[config.mk]
export PLATFORM = sky130hd
export DESIGN_NAME = uabw_core
export DESIGN_NICKNAME = d
export VERILOG_FILES = /design/src/shared/uabw_pkg.sv /design/src/design/uabw_core.sv
export SDC_FILE = /design/constraint.sdc
export NUM_CORES = 1
export LEC_CHECK = 0
export BUFFER_PORTS_ARGS = -buffer_cell sky130_fd_sc_hd__buf_2
export CAP_MARGIN = 10
export CORE_ASPECT_RATIO = 0.6
export CORE_MARGIN = 5
export CORE_UTILIZATION = 25
export CTS_CLUSTER_DIAMETER = 30
export DETAILED_ROUTE_END_ITERATION = 12
export SLEW_MARGIN = 25
export SYNTH_ARGS = -nofsm -noshare
export SYNTH_HDL_FRONTEND = slang
export SYNTH_SLANG_ARGS = --single-unit
[constraint.sdc]
create_clock -name clk -period 3.6 [get_ports clk]
set_clock_uncertainty 0.05 [all_clocks]
set_input_delay 0.54 -clock clk [delete_from_list [all_inputs] [get_ports clk]]
set_output_delay 0.54 -clock clk [all_outputs]
set_load 0.02 [all_outputs]
[src/shared/uabw_pkg.sv]
// Package: constants and carrier types for the rate measurement and wake block
package uabw_pkg;

    // Register indices on the plain register port
    localparam logic [2:0] ADDR_CTRL    = 3'h0;
    localparam logic [2:0] ADDR_DIV_LO  = 3'h1;
    localparam logic [2:0] ADDR_DIV_HI  = 3'h2;
    localparam logic [2:0] ADDR_RXDATA  = 3'h3;
    localparam logic [2:0] ADDR_STATUS  = 3'h4;

    // Control register field positions
    localparam int BIT_MEAS_EN   = 0;
    localparam int BIT_OVF       = 1;
    localparam int BIT_WAKE_EN   = 2;
    localparam int BIT_WIDE_SEL  = 3;
    localparam int BIT_HIGH_SEL  = 4;
    localparam int BIT_ASYNC     = 5;

    // Status register field positions
    localparam int BIT_RX_FLAG   = 0;
    localparam int BIT_BUSY      = 1;

    // Reset values
    localparam logic [7:0]  CTRL_RESET = 8'h20;
    localparam logic [15:0] DIV_RESET  = 16'h0000;
    localparam logic [15:0] COUNT_START = 16'h0001;

    // Measurement clock dividers in system clocks
    localparam int DIV_SLOW = 512;
    localparam int DIV_MID  = 128;
    localparam int DIV_FAST = 32;
    localparam logic [8:0] PRE_SLOW = 9'(DIV_SLOW - 1);
    localparam logic [8:0] PRE_MID  = 9'(DIV_MID - 1);
    localparam logic [8:0] PRE_FAST = 9'(DIV_FAST - 1);

    // Rising edges in one sync character
    localparam logic [2:0] SYNC_EDGES = 3'h5;

    typedef enum logic [3:0] {
        MS_IDLE  = 4'b0001,
        MS_START = 4'b0010,
        MS_COUNT = 4'b0100,
        MS_WAKE  = 4'b1000
    } uabw_state_t;

    typedef struct packed {
        logic       wr;
        logic       rd;
        logic [2:0] addr;
        logic [7:0] wdata;
    } uabw_req_t;

endpackage

[src/design/uabw_core.sv]
// Rate measurement and wake-on-break logic of an asynchronous receiver
//
// Behaviour
// - Rate detection times a 0x55 sync character over its five rising edges.
// - Setting measure enable starts calibration; receiver held idle meanwhile.
// - Counting begins at first rising edge after the start bit.
// - Fifth rising edge stores count in divisor pair, clears enable, sets flag.
// - Reading receive data clears flag from a finished measurement.
// - Both divisor registers form one 16-bit counter during measurement.
// - Measurement clock is Fosc/512, Fosc/128 or Fosc/32 by select bits.
// - Counter starts at one; software subtracts one afterwards.
// - Overflow flag sets when the counter wraps before the fifth edge.
// - After overflow counting continues; fifth edge finishes as usual.
// - Overflow flag cleared by direct write, not by data read.
// - Overflow flag stays set if cleared while enable is still one.
// - With wake and measure both set, measure the character after break.
// - Wake detection only in asynchronous mode; like all logic, it needs clock enable high.
// - While wake enabled in asynchronous mode, normal reception is off and receiver idles.
// - A falling receive line transition is the wake event.
// - Receive flag sets with the wake event; data read clears it.
// - Rising transition ending the break clears wake enable.
// - Nonzero character when armed: its first low time is the wake event.
`timescale 1ns/1ps

module uabw_core (
    input  wire logic       clk,
    input  wire logic       reset,
    input  wire logic       clkEn,
    input  wire logic       rxLine,
    input  wire logic       regWr,
    input  wire logic       regRd,
    input  wire logic [2:0] regAddr,
    input  wire logic [7:0] regWdata,
    output logic      [7:0] regRdata,
    output logic            receiveFlag,
    output logic            rxIdle,
    output logic            wakeEvent
);

    ////////////////////////////////////////////////////////////////////////
    // State
    uabw_pkg::uabw_state_t state_r;
    uabw_pkg::uabw_state_t state_nxt;
    logic        measEn_r;
    logic        ovf_r;
    logic        wakeEn_r;
    logic        wideSel_r;
    logic        highSel_r;
    logic        asyncMode_r;
    logic [15:0] div_r;
    logic [8:0]  pre_r;
    logic [2:0]  edges_r;
    logic        rxPrev_r;
    logic        rxFlag_r;
    logic [7:0]  rdata_r;
    logic        idle_r;
    logic        wakePulse_r;
    uabw_pkg::uabw_req_t req;

    assign req = '{wr: regWr, rd: regRd, addr: regAddr, wdata: regWdata};

    ////////////////////////////////////////////////////////////////////////
    // Decoding
    wire wrCtrl  = req.wr && (req.addr == uabw_pkg::ADDR_CTRL);
    wire wrDivLo = req.wr && (req.addr == uabw_pkg::ADDR_DIV_LO);
    wire wrDivHi = req.wr && (req.addr == uabw_pkg::ADDR_DIV_HI);
    wire rdData  = req.rd && (req.addr == uabw_pkg::ADDR_RXDATA);

    wire rise = rxLine && !rxPrev_r;
    wire fall = !rxLine && rxPrev_r;

    // Prescaler reload chosen from the two select bits
    wire [8:0] preLoad =
        ({wideSel_r, highSel_r} == 2'b00) ? uabw_pkg::PRE_SLOW :
        ({wideSel_r, highSel_r} == 2'b11) ? uabw_pkg::PRE_FAST :
                                             uabw_pkg::PRE_MID;
    wire measTick = (pre_r == 9'h000);

    // Wake armed only in asynchronous mode
    wire wakeArmed  = wakeEn_r && asyncMode_r;
    // Measurement waits while the break is still in progress
    wire measActive = measEn_r && !wakeArmed;

    wire inCount   = (state_r == uabw_pkg::MS_COUNT);
    // The first rise is taken in the start state, so only four more count
    wire lastEdge  = inCount && rise &&
                     (edges_r == uabw_pkg::SYNC_EDGES - 3'h2);
    wire wrapNow   = inCount && measTick && (div_r == 16'hFFFF);
    wire wakeFall  = wakeArmed && fall && (state_r == uabw_pkg::MS_IDLE);
    wire wakeRise  = (state_r == uabw_pkg::MS_WAKE) && rise;

    ////////////////////////////////////////////////////////////////////////
    // State machine
    always_comb begin
        state_nxt = state_r;
        unique case (state_r)
            uabw_pkg::MS_IDLE: begin
                if (wakeFall) begin
                    state_nxt = uabw_pkg::MS_WAKE;
                end else if (measActive && fall) begin
                    state_nxt = uabw_pkg::MS_START;
                end
            end
            uabw_pkg::MS_START: begin
                // Start bit done; counting opens at the first rise
                if (!measEn_r) begin
                    state_nxt = uabw_pkg::MS_IDLE;
                end else if (rise) begin
                    state_nxt = uabw_pkg::MS_COUNT;
                end
            end
            uabw_pkg::MS_COUNT: begin
                if (!measEn_r || lastEdge) begin
                    state_nxt = uabw_pkg::MS_IDLE;
                end
            end
            uabw_pkg::MS_WAKE: begin
                // Any first rise ends the wake, break or not
                if (rise) begin
                    state_nxt = uabw_pkg::MS_IDLE;
                end
            end
        endcase
    end

    always_ff @(posedge clk) begin
        if (reset) begin
            state_r <= uabw_pkg::MS_IDLE;
        end else if (clkEn) begin
            state_r <= state_nxt;
        end
    end

    ////////////////////////////////////////////////////////////////////////
    // Sampling and measurement counting
    always_ff @(posedge clk) begin
        if (reset) begin
            rxPrev_r <= 1'b1;
            pre_r    <= 9'h000;
            edges_r  <= 3'h0;
        end else if (clkEn) begin
            rxPrev_r <= rxLine;
            if (state_r != uabw_pkg::MS_COUNT) begin
                pre_r   <= preLoad;
                edges_r <= 3'h0;
            end else begin
                pre_r <= measTick ? preLoad : pre_r - 9'h001;
                if (rise) begin
                    edges_r <= edges_r + 3'h1;
                end
            end
        end
    end

    // Divisor pair: software writes it; measurement uses it as a counter
    always_ff @(posedge clk) begin
        if (reset) begin
            div_r <= uabw_pkg::DIV_RESET;
        end else if (clkEn) begin
            if (state_r == uabw_pkg::MS_START && rise) begin
                div_r <= uabw_pkg::COUNT_START;
            end else if (inCount) begin
                if (measTick) begin
                    div_r <= div_r + 16'h0001;
                end
            end else if (wrDivLo) begin
                div_r[7:0] <= req.wdata;
            end else if (wrDivHi) begin
                div_r[15:8] <= req.wdata;
            end
        end
    end

    ////////////////////////////////////////////////////////////////////////
    // Control bits
    always_ff @(posedge clk) begin
        if (reset) begin
            measEn_r    <= uabw_pkg::CTRL_RESET[uabw_pkg::BIT_MEAS_EN];
            ovf_r       <= uabw_pkg::CTRL_RESET[uabw_pkg::BIT_OVF];
            wakeEn_r    <= uabw_pkg::CTRL_RESET[uabw_pkg::BIT_WAKE_EN];
            wideSel_r   <= uabw_pkg::CTRL_RESET[uabw_pkg::BIT_WIDE_SEL];
            highSel_r   <= uabw_pkg::CTRL_RESET[uabw_pkg::BIT_HIGH_SEL];
            asyncMode_r <= uabw_pkg::CTRL_RESET[uabw_pkg::BIT_ASYNC];
        end else if (clkEn) begin
            if (wrCtrl) begin
                wideSel_r   <= req.wdata[uabw_pkg::BIT_WIDE_SEL];
                highSel_r   <= req.wdata[uabw_pkg::BIT_HIGH_SEL];
                asyncMode_r <= req.wdata[uabw_pkg::BIT_ASYNC];
            end
            // Hardware clear at the final edge wins over a write
            if (lastEdge) begin
                measEn_r <= 1'b0;
            end else if (wrCtrl) begin
                measEn_r <= req.wdata[uabw_pkg::BIT_MEAS_EN];
            end
            // Set wins over clear; clear refused while enable still one
            if (wrapNow) begin
                ovf_r <= 1'b1;
            end else if (wrCtrl && !req.wdata[uabw_pkg::BIT_OVF] &&
                         !measEn_r) begin
                ovf_r <= 1'b0;
            end
            if (wakeRise) begin
                wakeEn_r <= 1'b0;
            end else if (wrCtrl) begin
                wakeEn_r <= req.wdata[uabw_pkg::BIT_WAKE_EN];
            end
        end
    end

    ////////////////////////////////////////////////////////////////////////
    // Receive flag, read data, outputs
    wire flagSet = lastEdge || wakeFall;

    wire [7:0] ctrlView = {2'b00, asyncMode_r, highSel_r, wideSel_r,
                           wakeEn_r, ovf_r, measEn_r};
    wire [7:0] statView = {6'h00, !idle_r, rxFlag_r};
    wire [7:0] rdMux =
        (req.addr == uabw_pkg::ADDR_CTRL)   ? ctrlView     :
        (req.addr == uabw_pkg::ADDR_DIV_LO) ? div_r[7:0]   :
        (req.addr == uabw_pkg::ADDR_DIV_HI) ? div_r[15:8]  :
        (req.addr == uabw_pkg::ADDR_STATUS) ? statView     :
                                              8'h00;

    always_ff @(posedge clk) begin
        if (reset) begin
            rxFlag_r    <= 1'b0;
            rdata_r     <= 8'h00;
            idle_r      <= 1'b1;
            wakePulse_r <= 1'b0;
        end else if (clkEn) begin
            // Set wins over a same-cycle data read
            if (flagSet) begin
                rxFlag_r <= 1'b1;
            end else if (rdData) begin
                rxFlag_r <= 1'b0;
            end
            rdata_r <= req.rd ? rdMux : 8'h00;
            // Receiver held idle during measuring or armed wake
            idle_r      <= !(measEn_r || wakeArmed);
            wakePulse_r <= wakeFall;
        end
    end

    assign regRdata    = rdata_r;
    assign receiveFlag = rxFlag_r;
    assign rxIdle      = idle_r;
    assign wakeEvent   = wakePulse_r;

endmodule

# ---- Word-level counts from Yosys, hierarchy flattened
# Cells that the tools add are included.
dict set report totals {
  reg_bits 50
  latch_bits 0
  ram_bits 0
  romBits 0
  inputBits 17
  elab_cells 117
  memories 0
}
dict set report classes {
  n_addsub 3
  multipliers 0
  div 0
  n_lt_le_gt_ge 0
  eq_ne 18
  shift 0
  n_mux 32
  bitwise 0
  reduce_logical 48
}
# cell count
set ops {}
lappend ops {{8-bit 2-to-1 mux} 7}
lappend ops {{16-bit 2-to-1 mux} 3}
lappend ops {{9-bit 2-to-1 mux} 3}
lappend ops {{4-bit 2-to-1 mux} 6}
lappend ops {{1-bit logical AND} 19}
lappend ops {{16-bit by 1-bit adder with 16-bit output (second input constant)} 1}
lappend ops {{16-bit equality test (second input constant)} 1}
lappend ops {{4-bit one-hot mux with 4 select lines} 1}
lappend ops {{2-bit AND reduction} 6}
lappend ops {{2-bit nonzero test} 5}
lappend ops {{3-bit by 2-bit equality test with 1-bit output (second input constant)} 3}
lappend ops {{9-bit zero test} 1}
lappend ops {{9-bit by 1-bit subtractor with 9-bit output (second input constant)} 1}
lappend ops {{1-bit 2-to-1 mux} 8}
lappend ops {{1-bit zero test} 7}
lappend ops {{7-bit 2-to-1 mux} 1}
lappend ops {{3-bit 2-to-1 mux} 2}
lappend ops {{3-bit by 2-bit != test with 1-bit output (second input constant)} 2}
lappend ops {{3-bit nonzero test} 2}
lappend ops {{5-bit AND reduction} 1}
lappend ops {{4-bit by 1-bit equality test with 1-bit output (second input constant)} 1}
lappend ops {{4-bit by 2-bit equality test with 1-bit output (second input constant)} 1}
lappend ops {{4-bit by 3-bit equality test with 1-bit output (second input constant)} 1}
lappend ops {{4-bit equality test (second input constant)} 1}
lappend ops {{15 further kinds} 17}

# ---- Depth between registers and ports, before layout
# Gate-level depths: netlist of the first run.
dict set report depth {
  ltp_word 7
  depth_mapped 8
  depth_no_buf 7
}

# ---- Worst setup path after synthesis of the first run
# No wires, ideal clock.
dict set report synth_path {
  path_type {register to register}
  from {register state_r[3]}
  to {register div_r[0]}
  setup_ns 0.119
  arrival_time_ns 1.962
  t_required_ns 3.431
  path_slack_ns 1.469
  stages_incl_launch_ff 8
  n_path_buf 3
  period_less_slack_ns 2.131
  path_cell_list {dfxtp_1 -> buf_6 -> or4b_4 -> buf_6 -> and4_4 -> o31a_4 -> buf_6 -> o221a_1}
}
dict set report synth_via {
  elab_chain_cells 4
  elab_cells_between_ends 8
}
# element line
set synth_rtl {}
lappend synth_rtl {{start: declaration} uabw_core.sv:42} ;# uabw_pkg::uabw_state_t state_r;
lappend synth_rtl {{start signal: assignment} uabw_core.sv:128} ;# state_r <= uabw_pkg::MS_IDLE;
lappend synth_rtl {{start signal: assignment} uabw_core.sv:130} ;# state_r <= state_nxt;
lappend synth_rtl {{4-bit by 2-bit equality test with 1-bit output} uabw_core.sv:160} ;# if (state_r == uabw_pkg::MS_START && rise) begin
lappend synth_rtl {{1-bit logical AND} uabw_core.sv:160}
lappend synth_rtl {{3-bit by 2-bit != test with 1-bit output (no source line) / 3-bit nonzero test (equally long branches)} --}
lappend synth_rtl {{3-bit AND reduction (no source line)} --}
lappend synth_rtl {{end signal: assignment} uabw_core.sv:158} ;# div_r <= uabw_pkg::DIV_RESET;
lappend synth_rtl {{end signal: assignment} uabw_core.sv:161} ;# div_r <= uabw_pkg::COUNT_START;
lappend synth_rtl {{end signal: assignment} uabw_core.sv:164} ;# div_r <= div_r + 16'h0001;
lappend synth_rtl {{end: declaration} uabw_core.sv:50} ;# logic [15:0] div_r;
# Several ways; a longest one is shown, not always the timed one.
# A chain may end at the register's enable or synchronous reset.

# ---- Worst setup path after layout of the first run
dict set report layout_path {
  from {register state_r[3]}
  to {register div_r[15]}
}
dict set report layout_via {
  elab_chain_cells 4
  elab_cells_between_ends 9
}
# element line
set layout_rtl {}
lappend layout_rtl {{4-bit by 2-bit equality test with 1-bit output} uabw_core.sv:160}
lappend layout_rtl {{1-bit logical AND} uabw_core.sv:160}
lappend layout_rtl {{3-bit by 1-bit != test with 1-bit output (no source line) (tied with other cells)} --}
lappend layout_rtl {{4-bit AND reduction (no source line)} --}
# Several ways; a longest one is shown, not always the timed one.

==> run_results.csv, run 1 <==
group,metric,value,unit
clock_tree,clockBufferDepth,2,
sta,worst_pin_slew,1000,ps
pwr,ir_drop,0.000168,V
logic_synthesis,synth_enable_flop_cells,0,
place,dpl.hpwl,6810,um
floorplan,fp.dieW,152,um
status,status,"complete, no violations",
critical_path,worst-r2r-setup-slack,1090,ps
finish,diodes,0,
sta,fmax,399,MHz
clock_tree,ctsResizeCount,0,
finish,layout-drive-gt1-share,0.154,
logic_synthesis,synth_top_area_frac,0.329,
critical_path,r2r_cells,5,
logic_synthesis,syn_inst,376,
critical_path,worst-path-buf-inv,0,
floorplan,dieArea,0.0145,mm^2
clock_tree,clockRootBuffer,"clkbuf_16",
clock_tree,cts.reportedPaths.clkPinSlew,70,ps
clock_tree,cts_sinks,50,
global_route,grt_pass1_wl,14400,um
worst_hold_path,holdPathEnd,"regRdata[4]",
place,io_buffer_count,27,
pwr,power.leakage,0.00114,uW
sta,setup_ws,1090,ps
logic_synthesis,netlist-cell-type-count,61,
logic_synthesis,synth_common_cells,"dfxtp_1, a21oi_1, nand2_1",
worst_hold_path,min_from,"regRdata[4]",
logic_synthesis,synthTopCellsByArea,"dfxtp_1, a21oi_1, nand2_1",
routing,drtAntennaViolNets,0,
logic_synthesis,synth_compound_area_frac,0.264,
routing,drtPass1Iterations,5,
pwr,power,1250,uW
critical_path,start_kind,"flip-flop",
global_route,overflow,0,
critical_path,r2r_start,"state_r[3]",
routing,drt_iter0_drc,335,
worst_hold_path,hold_class,"reg -> reg",
critical_path,worstPathMaxFanout,16,
critical_path,critPathRequiredTime,3750,ps
sta,hold_violations,0,
sta,tns,0,ps
routing,vias,2936,
worst_hold_path,hold_path_depth,2,
logic_synthesis,ys_seq_area_frac,0.329,
logic_synthesis,synth.yosys.warnings,0,
logic_synthesis,ys_seq_elements,50,
critical_path,r2r-end,"div_r[15]",
sta,finalMaxSlewViolations,0,
finish,fin_nets,404,
place,place_ws,1130,ps
logic_synthesis,synth_top_family_by_area,"simple AND/OR/NAND/NOR gates",
global_route,antenna_found_initial,0,
pwr,power.density,365,mW/mm^2
routing,wirelength,9250,um
sta,fin_crit_sh,0.697,
critical_path,path_delay_family,"simple AND/OR/NAND/NOR gates",
clock_tree,htree_levels,2,
clock_tree,cts_tree,"yes",
finish,syn2layout_area_growth,12.6,%
routing,drc,0,
routing,wire_per_inst,16.8,um
critical_path,worstPathCellList,"or4b_4 -> nor4_2 -> o31a_1 -> nor2_1 -> a21o_1",
critical_path,slowest_delay,720,ps
logic_synthesis,synth_top_area_cell,"dfxtp_1",
clock_tree,postCtsSetupBuffers,0,
logic_synthesis,async_reset_ff_frac,0,
critical_path,crit_path_end_kind,"flip-flop",
floorplan,core-area,0.0120,mm^2
sta,setup_viol,0,
floorplan,initial_core_util,0.253,
logic_synthesis,synth_area_per_cell,8.08,um^2
critical_path,crit_path_top_delay_cell,"or4b_4",
floorplan,num_io_pins,28,
sta,finalCriticalPeriod,2510,ps
floorplan,rows,31,
job,max_cap_viol_count,0,
floorplan,dieHeight,95.4,um
clock_tree,ctsHoldBuffers,0,
logic_synthesis,synth.most_common_cell,"dfxtp_1",
clock_tree,numCtsBuffers,5,
global_route,grt_max_degree,45,
logic_synthesis,synthAdderAreaFrac,0.0165,
logic_synthesis,syn_area,0.00304,mm^2
logic_synthesis,synth_ff_type,"dfxtp_1",
global_route,first_global_vias,2531,
logic_synthesis,synth_xor_area_frac,0.00577,
global_route,track_usage,0.129,
place,gp_congestion,0.901,
logic_synthesis,synth_fp_nets,397,
critical_path,path_class,"reg -> reg",
logic_synthesis,synth-simple-area-share,0.276,
clock_tree,clk_latency,300,ps
routing,avgViaCountPerCell,5.35,
sta,rsz0062_at_grt,"no",
critical_path,arrival,2650,ps
logic_synthesis,synthMuxAreaShare,0.0470,
sta,relSlewSlack,0.332,
-- cells by family after synthesis --
logic type	after synthesis
muxes	14
DFF	50
and+or+nand+nor	151
adders and majority gates	4
AOI/OAI and AO/OA	114
buffers and inverters	41
xor gates and xnor gates	2
-- cell type report --
type,count,area [um^2]
repair buffers,30,158
clock inverters,2,16.3
clock buffers,6,139
well taps,165,206
fillers,1277,8560
flip-flops and latches,50,1000
multi-input cells,285,1860
inverters,11,41.3
-- worst reg2reg max path, delay by kind of cell (launching register included) --
kind / cells / cell delay (ps)
simple gates: 3 / 1210
compound gates: 2 / 720
flops: 1 / 420
-- stage by stage --
step	utilization	std cells	instance area [um^2]	hold WS, ps
2_1_floorplan	-	376	3040	386
3_3_place_gp	0.273	541	3270	396
3_5_place_dp	0.273	541	3270	410
4_1_cts	0.286	549	3420	422
5_1_grt	0.286	549	3420	452
6_report	0.286	549	3420	419
-- worst max path at each step --
stage               depth (start not counted)   endpoint        from  slack, ps
floorplan                                   7   div_r[0]  state_r[3]       1470
global placement                            5  div_r[15]  state_r[3]       1190
detailed placement                          5  div_r[15]  state_r[3]       1130
CTS                                         5  div_r[15]  state_r[3]       1120
global route                                5  div_r[15]  state_r[3]        950
finish                                      5  div_r[15]  state_r[3]       1090
-- placed cells by master, fill, tap and decap left out, types with 3 or more instances in the layout --
cell type   n
a211oi_1    3
a21o_1      3
ha_1        4
nand3_1    15
and3_1      4
mux2i_1    12
a31oi_1     3
clkbuf_16   5
o31ai_1     3
buf_2      27
o21ai_0    19
dfxtp_1    50
o211ai_1    7
nor3_1      8
inv_1      10
nor2_1     26
nand2b_1   14
nor4_1      3
o2111ai_1   4
buf_4       3
nor3b_1     3
a211oi_2    8
o2bb2ai_1   3
or3_1       4
nand4_1     5
a21oi_1    38
o221ai_1    6
nand2_1    36
and4_1      5
nor2b_1    12
-- sequential cells by signal (all words and copies together), names as in the netlist, 3 cells and up --
register and cells:
div_r 16, pre_r 9, regRdata 8, state_r 4
edges_r 3
-- routing by layer --
layer	wire length [um]	global-route usage
met1	4940	0.206
met2	3290	0.157
met3	936	0.0404
met4	72	0.0344
met5	0	0
-- power breakdown --
group,internal [uW],switching (uW),total (uW)
Clock,280,234,514
Combinational,53.9,87.1,141
Sequential,569,23.2,592
Total,903,344,1250
Note: power is estimated with default switching activity, not from simulation.
==> run 2, diff against run 1 <==
ABC_AREA = 1   (was default)
clock period = 2.4 ns   (was 3.6 ns; I/O delays follow)
==> run_results.csv, run 2 <==
group,metric,value,unit
routing,drtPass1Iterations,4,
routing,drc,0,
logic_synthesis,syn_area,0.00310,mm^2
job,max_cap_viol_count,0,
sta,setup_viol,0,
sta,rsz0062_at_grt,"no",
pwr,power,2130,uW
logic_synthesis,async_reset_ff_frac,0,
logic_synthesis,ys_seq_area_frac,0.323,
sta,worst_pin_slew,658,ps
logic_synthesis,synth_area_per_cell,6.56,um^2
clock_tree,clockBufferDepth,2,
finish,regMostFlops,"div_r",
finish,final_cell_mix,"nand2_1, inv_1, dfxtp_1",
finish,layout-drive-gt1-share,0.161,
floorplan,rows,31,
finish,syn2layout_area_growth,15.6,%
clock_tree,clk_latency,300,ps
logic_synthesis,syn_inst,472,
logic_synthesis,synth.most_common_cell,"nand2_1",
logic_synthesis,synth_top_area_frac,0.323,
critical_path,path_class,"reg -> reg",
status,status,"complete, no violations",
routing,avgViaCountPerCell,4.87,
logic_synthesis,synth_ff_type,"dfxtp_1",
finish,largest_reg_flops,16,
logic_synthesis,synth.yosys.warnings,0,
clock_tree,numCtsBuffers,5,
logic_synthesis,synth_fp_nets,493,
place,dpl.hpwl,7290,um
logic_synthesis,synth_common_cells,"nand2_1, inv_1, dfxtp_1",
critical_path,worstPathMaxFanout,26,
floorplan,fp.dieW,154,um
global_route,grt_pass1_wl,15300,um
routing,vias,3223,
routing,drtAntennaViolNets,0,
finish,finish.utilization,0.296,
pwr,ir_drop,0.000283,V
clock_tree,ctsResizeCount,0,
clock_tree,cts_tree,"yes",
sta,fmax,506,MHz
sta,fin_crit_sh,0.824,
clock_tree,ctsHoldBuffers,0,
finish,fin_nets,517,
finish,diodes,0,
place,io_buffer_count,27,
clock_tree,clockRootBuffer,"clkbuf_16",
critical_path,path_delay_family,"simple AND/OR/NAND/NOR gates",
critical_path,worst-path-buf-inv,2,
logic_synthesis,synthTopCellsByArea,"dfxtp_1, nand2_1, nand3_1",
sta,finalCriticalPeriod,1980,ps
logic_synthesis,netlist-cell-type-count,40,
critical_path,slowest_delay,360,ps
critical_path,crit_path_top_delay_cell,"dfxtp_1",
routing,drt_iter0_drc,287,
sta,relSlewSlack,0.561,
floorplan,dieArea,0.0148,mm^2
floorplan,dieHeight,96.2,um
sta,finalMaxSlewViolations,0,
clock_tree,cts_sinks,50,
logic_synthesis,synth_top_area_cell,"dfxtp_1",
clock_tree,postCtsSetupBuffers,0,
global_route,overflow,0,
global_route,track_usage,0.130,
sta,hold_violations,0,
floorplan,initial_core_util,0.256,
place,gp_congestion,0.960,
global_route,grt_max_degree,33,
pwr,power.leakage,0.00148,uW
critical_path,crit_path_end_kind,"flip-flop",
logic_synthesis,ys_seq_elements,50,
floorplan,core-area,0.0121,mm^2
finish,final_common_cell,"nand2_1",
finish,nFillCells,1329,
critical_path,start_kind,"flip-flop",
critical_path,critPathRequiredTime,2580,ps
worst_hold_path,hold_class,"in -> reg",
clock_tree,htree_levels,2,
critical_path,worstPathCellList,"nor2_2 -> nand3_4 -> inv_4 -> nand2_2 -> nand3_2 -> inv_1 -> o21ai_0 -> nand2_1 -> nor2_1",
pwr,power.density,595,mW/mm^2
clock_tree,cts.reportedPaths.clkPinSlew,70,ps
global_route,antenna_found_initial,0,
routing,wire_per_inst,14.0,um
floorplan,num_io_pins,28,
logic_synthesis,synth_enable_flop_cells,0,
routing,wirelength,9290,um
critical_path,arrival,2160,ps
sta,tns,0,ps
global_route,first_global_vias,3016,
==> run 2: cell types whose count changed after synthesis, sizes merged, moves of 12 or more <==
cell    previous run  this run
nand2             36       124
inv               10        59
nand3             15        44
nor2              26        55
clkbuf            22         8
nand2b            14         0
mux2i             12         0
nor2b             12         0
==> run 2: final timing paths <==
kind                             startpoint           to  slack, ps  cells past startpoint
worst min register to register  regRdata[4]  regRdata[4]        420                      2
worst min-delay path                 rxLine     rxPrev_r        260                      3
worst max register to register   state_r[0]     div_r[9]        420                      9
worst max-delay path             state_r[0]     div_r[9]        420                      9
==> run 2: logic make-up (layout without fill, tap and decap cells) <==
logic type,after synthesis,count (layout),synth area share
compound gates,96,96,0.184
simple gates,242,242,0.360
xor+xnor,4,4,0.0113
flops,50,50,0.323
fa+ha+maj,4,4,0.0162
buf+inv,76,101,0.105
==> run 2: worst reg2reg max path, cell delays in order, from the launching register on <==
cell	delay, ps
dfxtp_1	360
nor2_2	190
nand3_4	170
inv_4	270
nand2_2	180
nand3_2	250
inv_1	140
o21ai_0	110
nand2_1	70
nor2_1	110
==> run 2: through the flow <==
step,std cells,setup slack (ps),hold slack [ps],cell area [um^2]
finish,662,423,257,3580
detailed placement,654,469,406,3390
floorplan,472,837,386,3100
global placement,654,529,404,3390
global route,662,210,293,3580
CTS,662,449,260,3580
==> run 2: area by class of cell <==
| cell class | instances | area [um^2] | area share |
|---|---|---|---|
| Inverter | 61 | 236 | 0.0660 |
| Clock buffer | 5 | 125 | 0.0349 |
| Tap cell | 165 | 206 | 0.0577 |
| Multi-Input combinational cell | 346 | 1770 | 0.494 |
| Sequential cell | 50 | 1000 | 0.280 |
| Clock inverter | 3 | 68.8 | 0.0192 |
| Timing Repair Buffer | 32 | 173 | 0.0482 |
==> run 2: report_power, final <==
part / switching (uW) / leakage (uW) / internal [uW]
Sequential: 42.6 / 0.000408 / 868
Clock: 320 / 0.0000940 / 599
Combinational: 206 / 0.000982 / 97.1
Total: 568 / 0.00148 / 1560
==> run 2: routing by layer <==
metal	share of wire	track usage	up-vias
met5	0	0	-
met4	0.013	0.0375	0
met3	0.094	0.0395	10
met2	0.37	0.179	120
met1	0.52	0.192	1489
li1	-	-	1604
==> run 3, diff against run 2 <==
clock period = 1.6 ns   (was 2.4 ns; I/O delays follow)
==> run_results.csv, run 3 (synthesis results as in run 2) <==
group,metric,value,unit
global_route,grt_pass1_wl,15900,um
global_route,track_usage,0.135,
sta,rsz0062_at_grt,"yes",
clock_tree,cts_sinks,50,
floorplan,initial_core_util,0.256,
clock_tree,clockRootBuffer,"clkbuf_16",
critical_path,worstPathMaxFanout,7,
place,dpl.cell_count,679,
finish,finish.utilization,0.334,
sta,finalCriticalPeriod,1580,ps
floorplan,fp.dieW,154,um
routing,avgViaCountPerCell,4.87,
routing,drtAntennaViolNets,0,
job,max_cap_viol_count,0,
critical_path,critPathRequiredTime,1780,ps
critical_path,worst-r2r-setup-slack,20,ps
clock_tree,numCtsBuffers,5,
global_route,overflow,0,
routing,vias,3395,
finish,nFillCells,1285,
sta,worst_pin_slew,330,ps
routing,drtPass1Iterations,5,
finish,syn2layout_area_growth,30.4,%
finish,stdcell_count,697,
critical_path,start_kind,"flip-flop",
place,gp_congestion,0.920,
floorplan,rows,31,
floorplan,dieArea,0.0148,mm^2
clock_tree,cts.reportedPaths.clkPinSlew,70,ps
finish,layout-drive-gt1-share,0.288,
global_route,antenna_found_initial,0,
clock_tree,cts_tree,"yes",
routing,drc,0,
sta,setup_viol,0,
worst_hold_path,hold_class,"in -> reg",
finish,final_common_cell,"nand2_1",
critical_path,path_class,"reg -> reg",
floorplan,num_io_pins,28,
critical_path,r2r-end,"div_r[14]",
routing,wirelength,10100,um
finish,final_cell_mix,"nand2_1, inv_1, nor2_1",
pwr,power.density,764,mW/mm^2
routing,drt_iter0_drc,259,
floorplan,dieHeight,96.2,um
place,dpl.hpwl,7680,um
sta,relSlewSlack,0.779,
critical_path,r2r_cells,11,
clock_tree,clockBufferDepth,2,
sta,tns,0,ps
floorplan,core-area,0.0121,mm^2
sta,fin_crit_sh,0.988,
finish,diodes,0,
sta,finalMaxSlewViolations,0,
global_route,grt_max_degree,24,
critical_path,startpoint,"pre_r[1]",
sta,hold_violations,0,
critical_path,r2r_start,"pre_r[1]",
finish,largest_reg_flops,16,
sta,fmax,632,MHz
critical_path,crit_end,"div_r[14]",
finish,fin_nets,552,
pwr,power.leakage,0.00167,uW
clock_tree,clk_latency,300,ps
clock_tree,htree_levels,2,
clock_tree,ctsHoldBuffers,0,
place,io_buffer_count,27,
critical_path,crit_path_end_kind,"flip-flop",
critical_path,arrival,1770,ps
routing,wire_per_inst,14.4,um
global_route,first_global_vias,3083,
status,status,"complete, no violations",
pwr,ir_drop,0.000384,V
finish,regMostFlops,"div_r",
==> run 3: cell types whose count changed in the layout (fill, tap and decap cells not counted), moves of 5 or more <==
cell     delta
buf_4      +28
dfxtp_1    -13
dfxtp_2    +12
inv_1       -5
inv_2       +5
nand2_1     -5
nor2_1      -7
==> run 3: per-stage QoR <==
stage / hold WS (ps) / power [uW] / worst slack (ps) / cell area (um^2)
finish: 135 / 3090 / 18.8 / 4040
global route: 170 / 3220 / -84.1 / 4040
CTS: 137 / 3030 / 2.30 / 3800
detailed placement: 408 / 1880 / -64.2 / 3610
global placement: 404 / 1880 / -20.7 / 3610
floorplan: 316 / 1710 / 37.4 / 3100
==> run 3: worst min-delay path by stage <==
stage / start / endpoint / cells after the start
3_3_place_gp: regRdata[4] / regRdata[4] / 2
3_5_place_dp: regRdata[2] / regRdata[2] / 2
5_1_grt: rxLine / rxPrev_r / 3
6_report: rxLine / rxPrev_r / 3
4_1_cts: rxLine / rxPrev_r / 3
2_1_floorplan: rxLine / rxPrev_r / 2
==> run 3: area by class of cell <==
type / instances / area [um^2] / share of cell area
multi-input combinational: 347 / 1940 / 0.481
inverter: 61 / 239 / 0.0592
clock inverter: 1 / 8.76 / 0.00217
timing repair buffer: 66 / 480 / 0.119
sequential: 50 / 1020 / 0.253
tap: 165 / 206 / 0.0511
clock buffer: 7 / 143 / 0.0353
==> run 3: per-layer routing <==
metal | vias up | track usage | wire length, um
li1 | 1677 | - | -
met1 | 1583 | 0.211 | 5260
met2 | 125 | 0.185 | 3980
met3 | 10 | 0.0279 | 717
met4 | 0 | 0.0345 | 99
met5 | - | 0 | 0
==> run 3: power breakdown <==
| part | total (uW) | switching, uW | internal, uW | leakage (uW) |
|---|---|---|---|---|
| clock | 1140 | 505 | 631 | 0.0000745 |
| sequential | 1380 | 68.4 | 1310 | 0.000413 |
| combinational | 575 | 352 | 223 | 0.00118 |
| total | 3090 | 925 | 2160 | 0.00167 |
==> run 3: worst max-delay path, cell delays in order, from the launching register on <==
cell,delay (ps)
dfxtp_2,330
inv_2,60
ha_4,140
nand2_4,50
nor2_4,130
nand3_4,100
nand2_4,100
nand3_4,100
buf_8,160
nor2_4,110
nand2_2,60
a21oi_2,120
==> run 3: repair_timing <==
item                                    4_1_cts  5_1_grt
pin swaps                                     1       16
buffers inserted                              1        8
resized for setup                             5       56
endpoints found under the setup margin        9       29
cloned                                        0        1
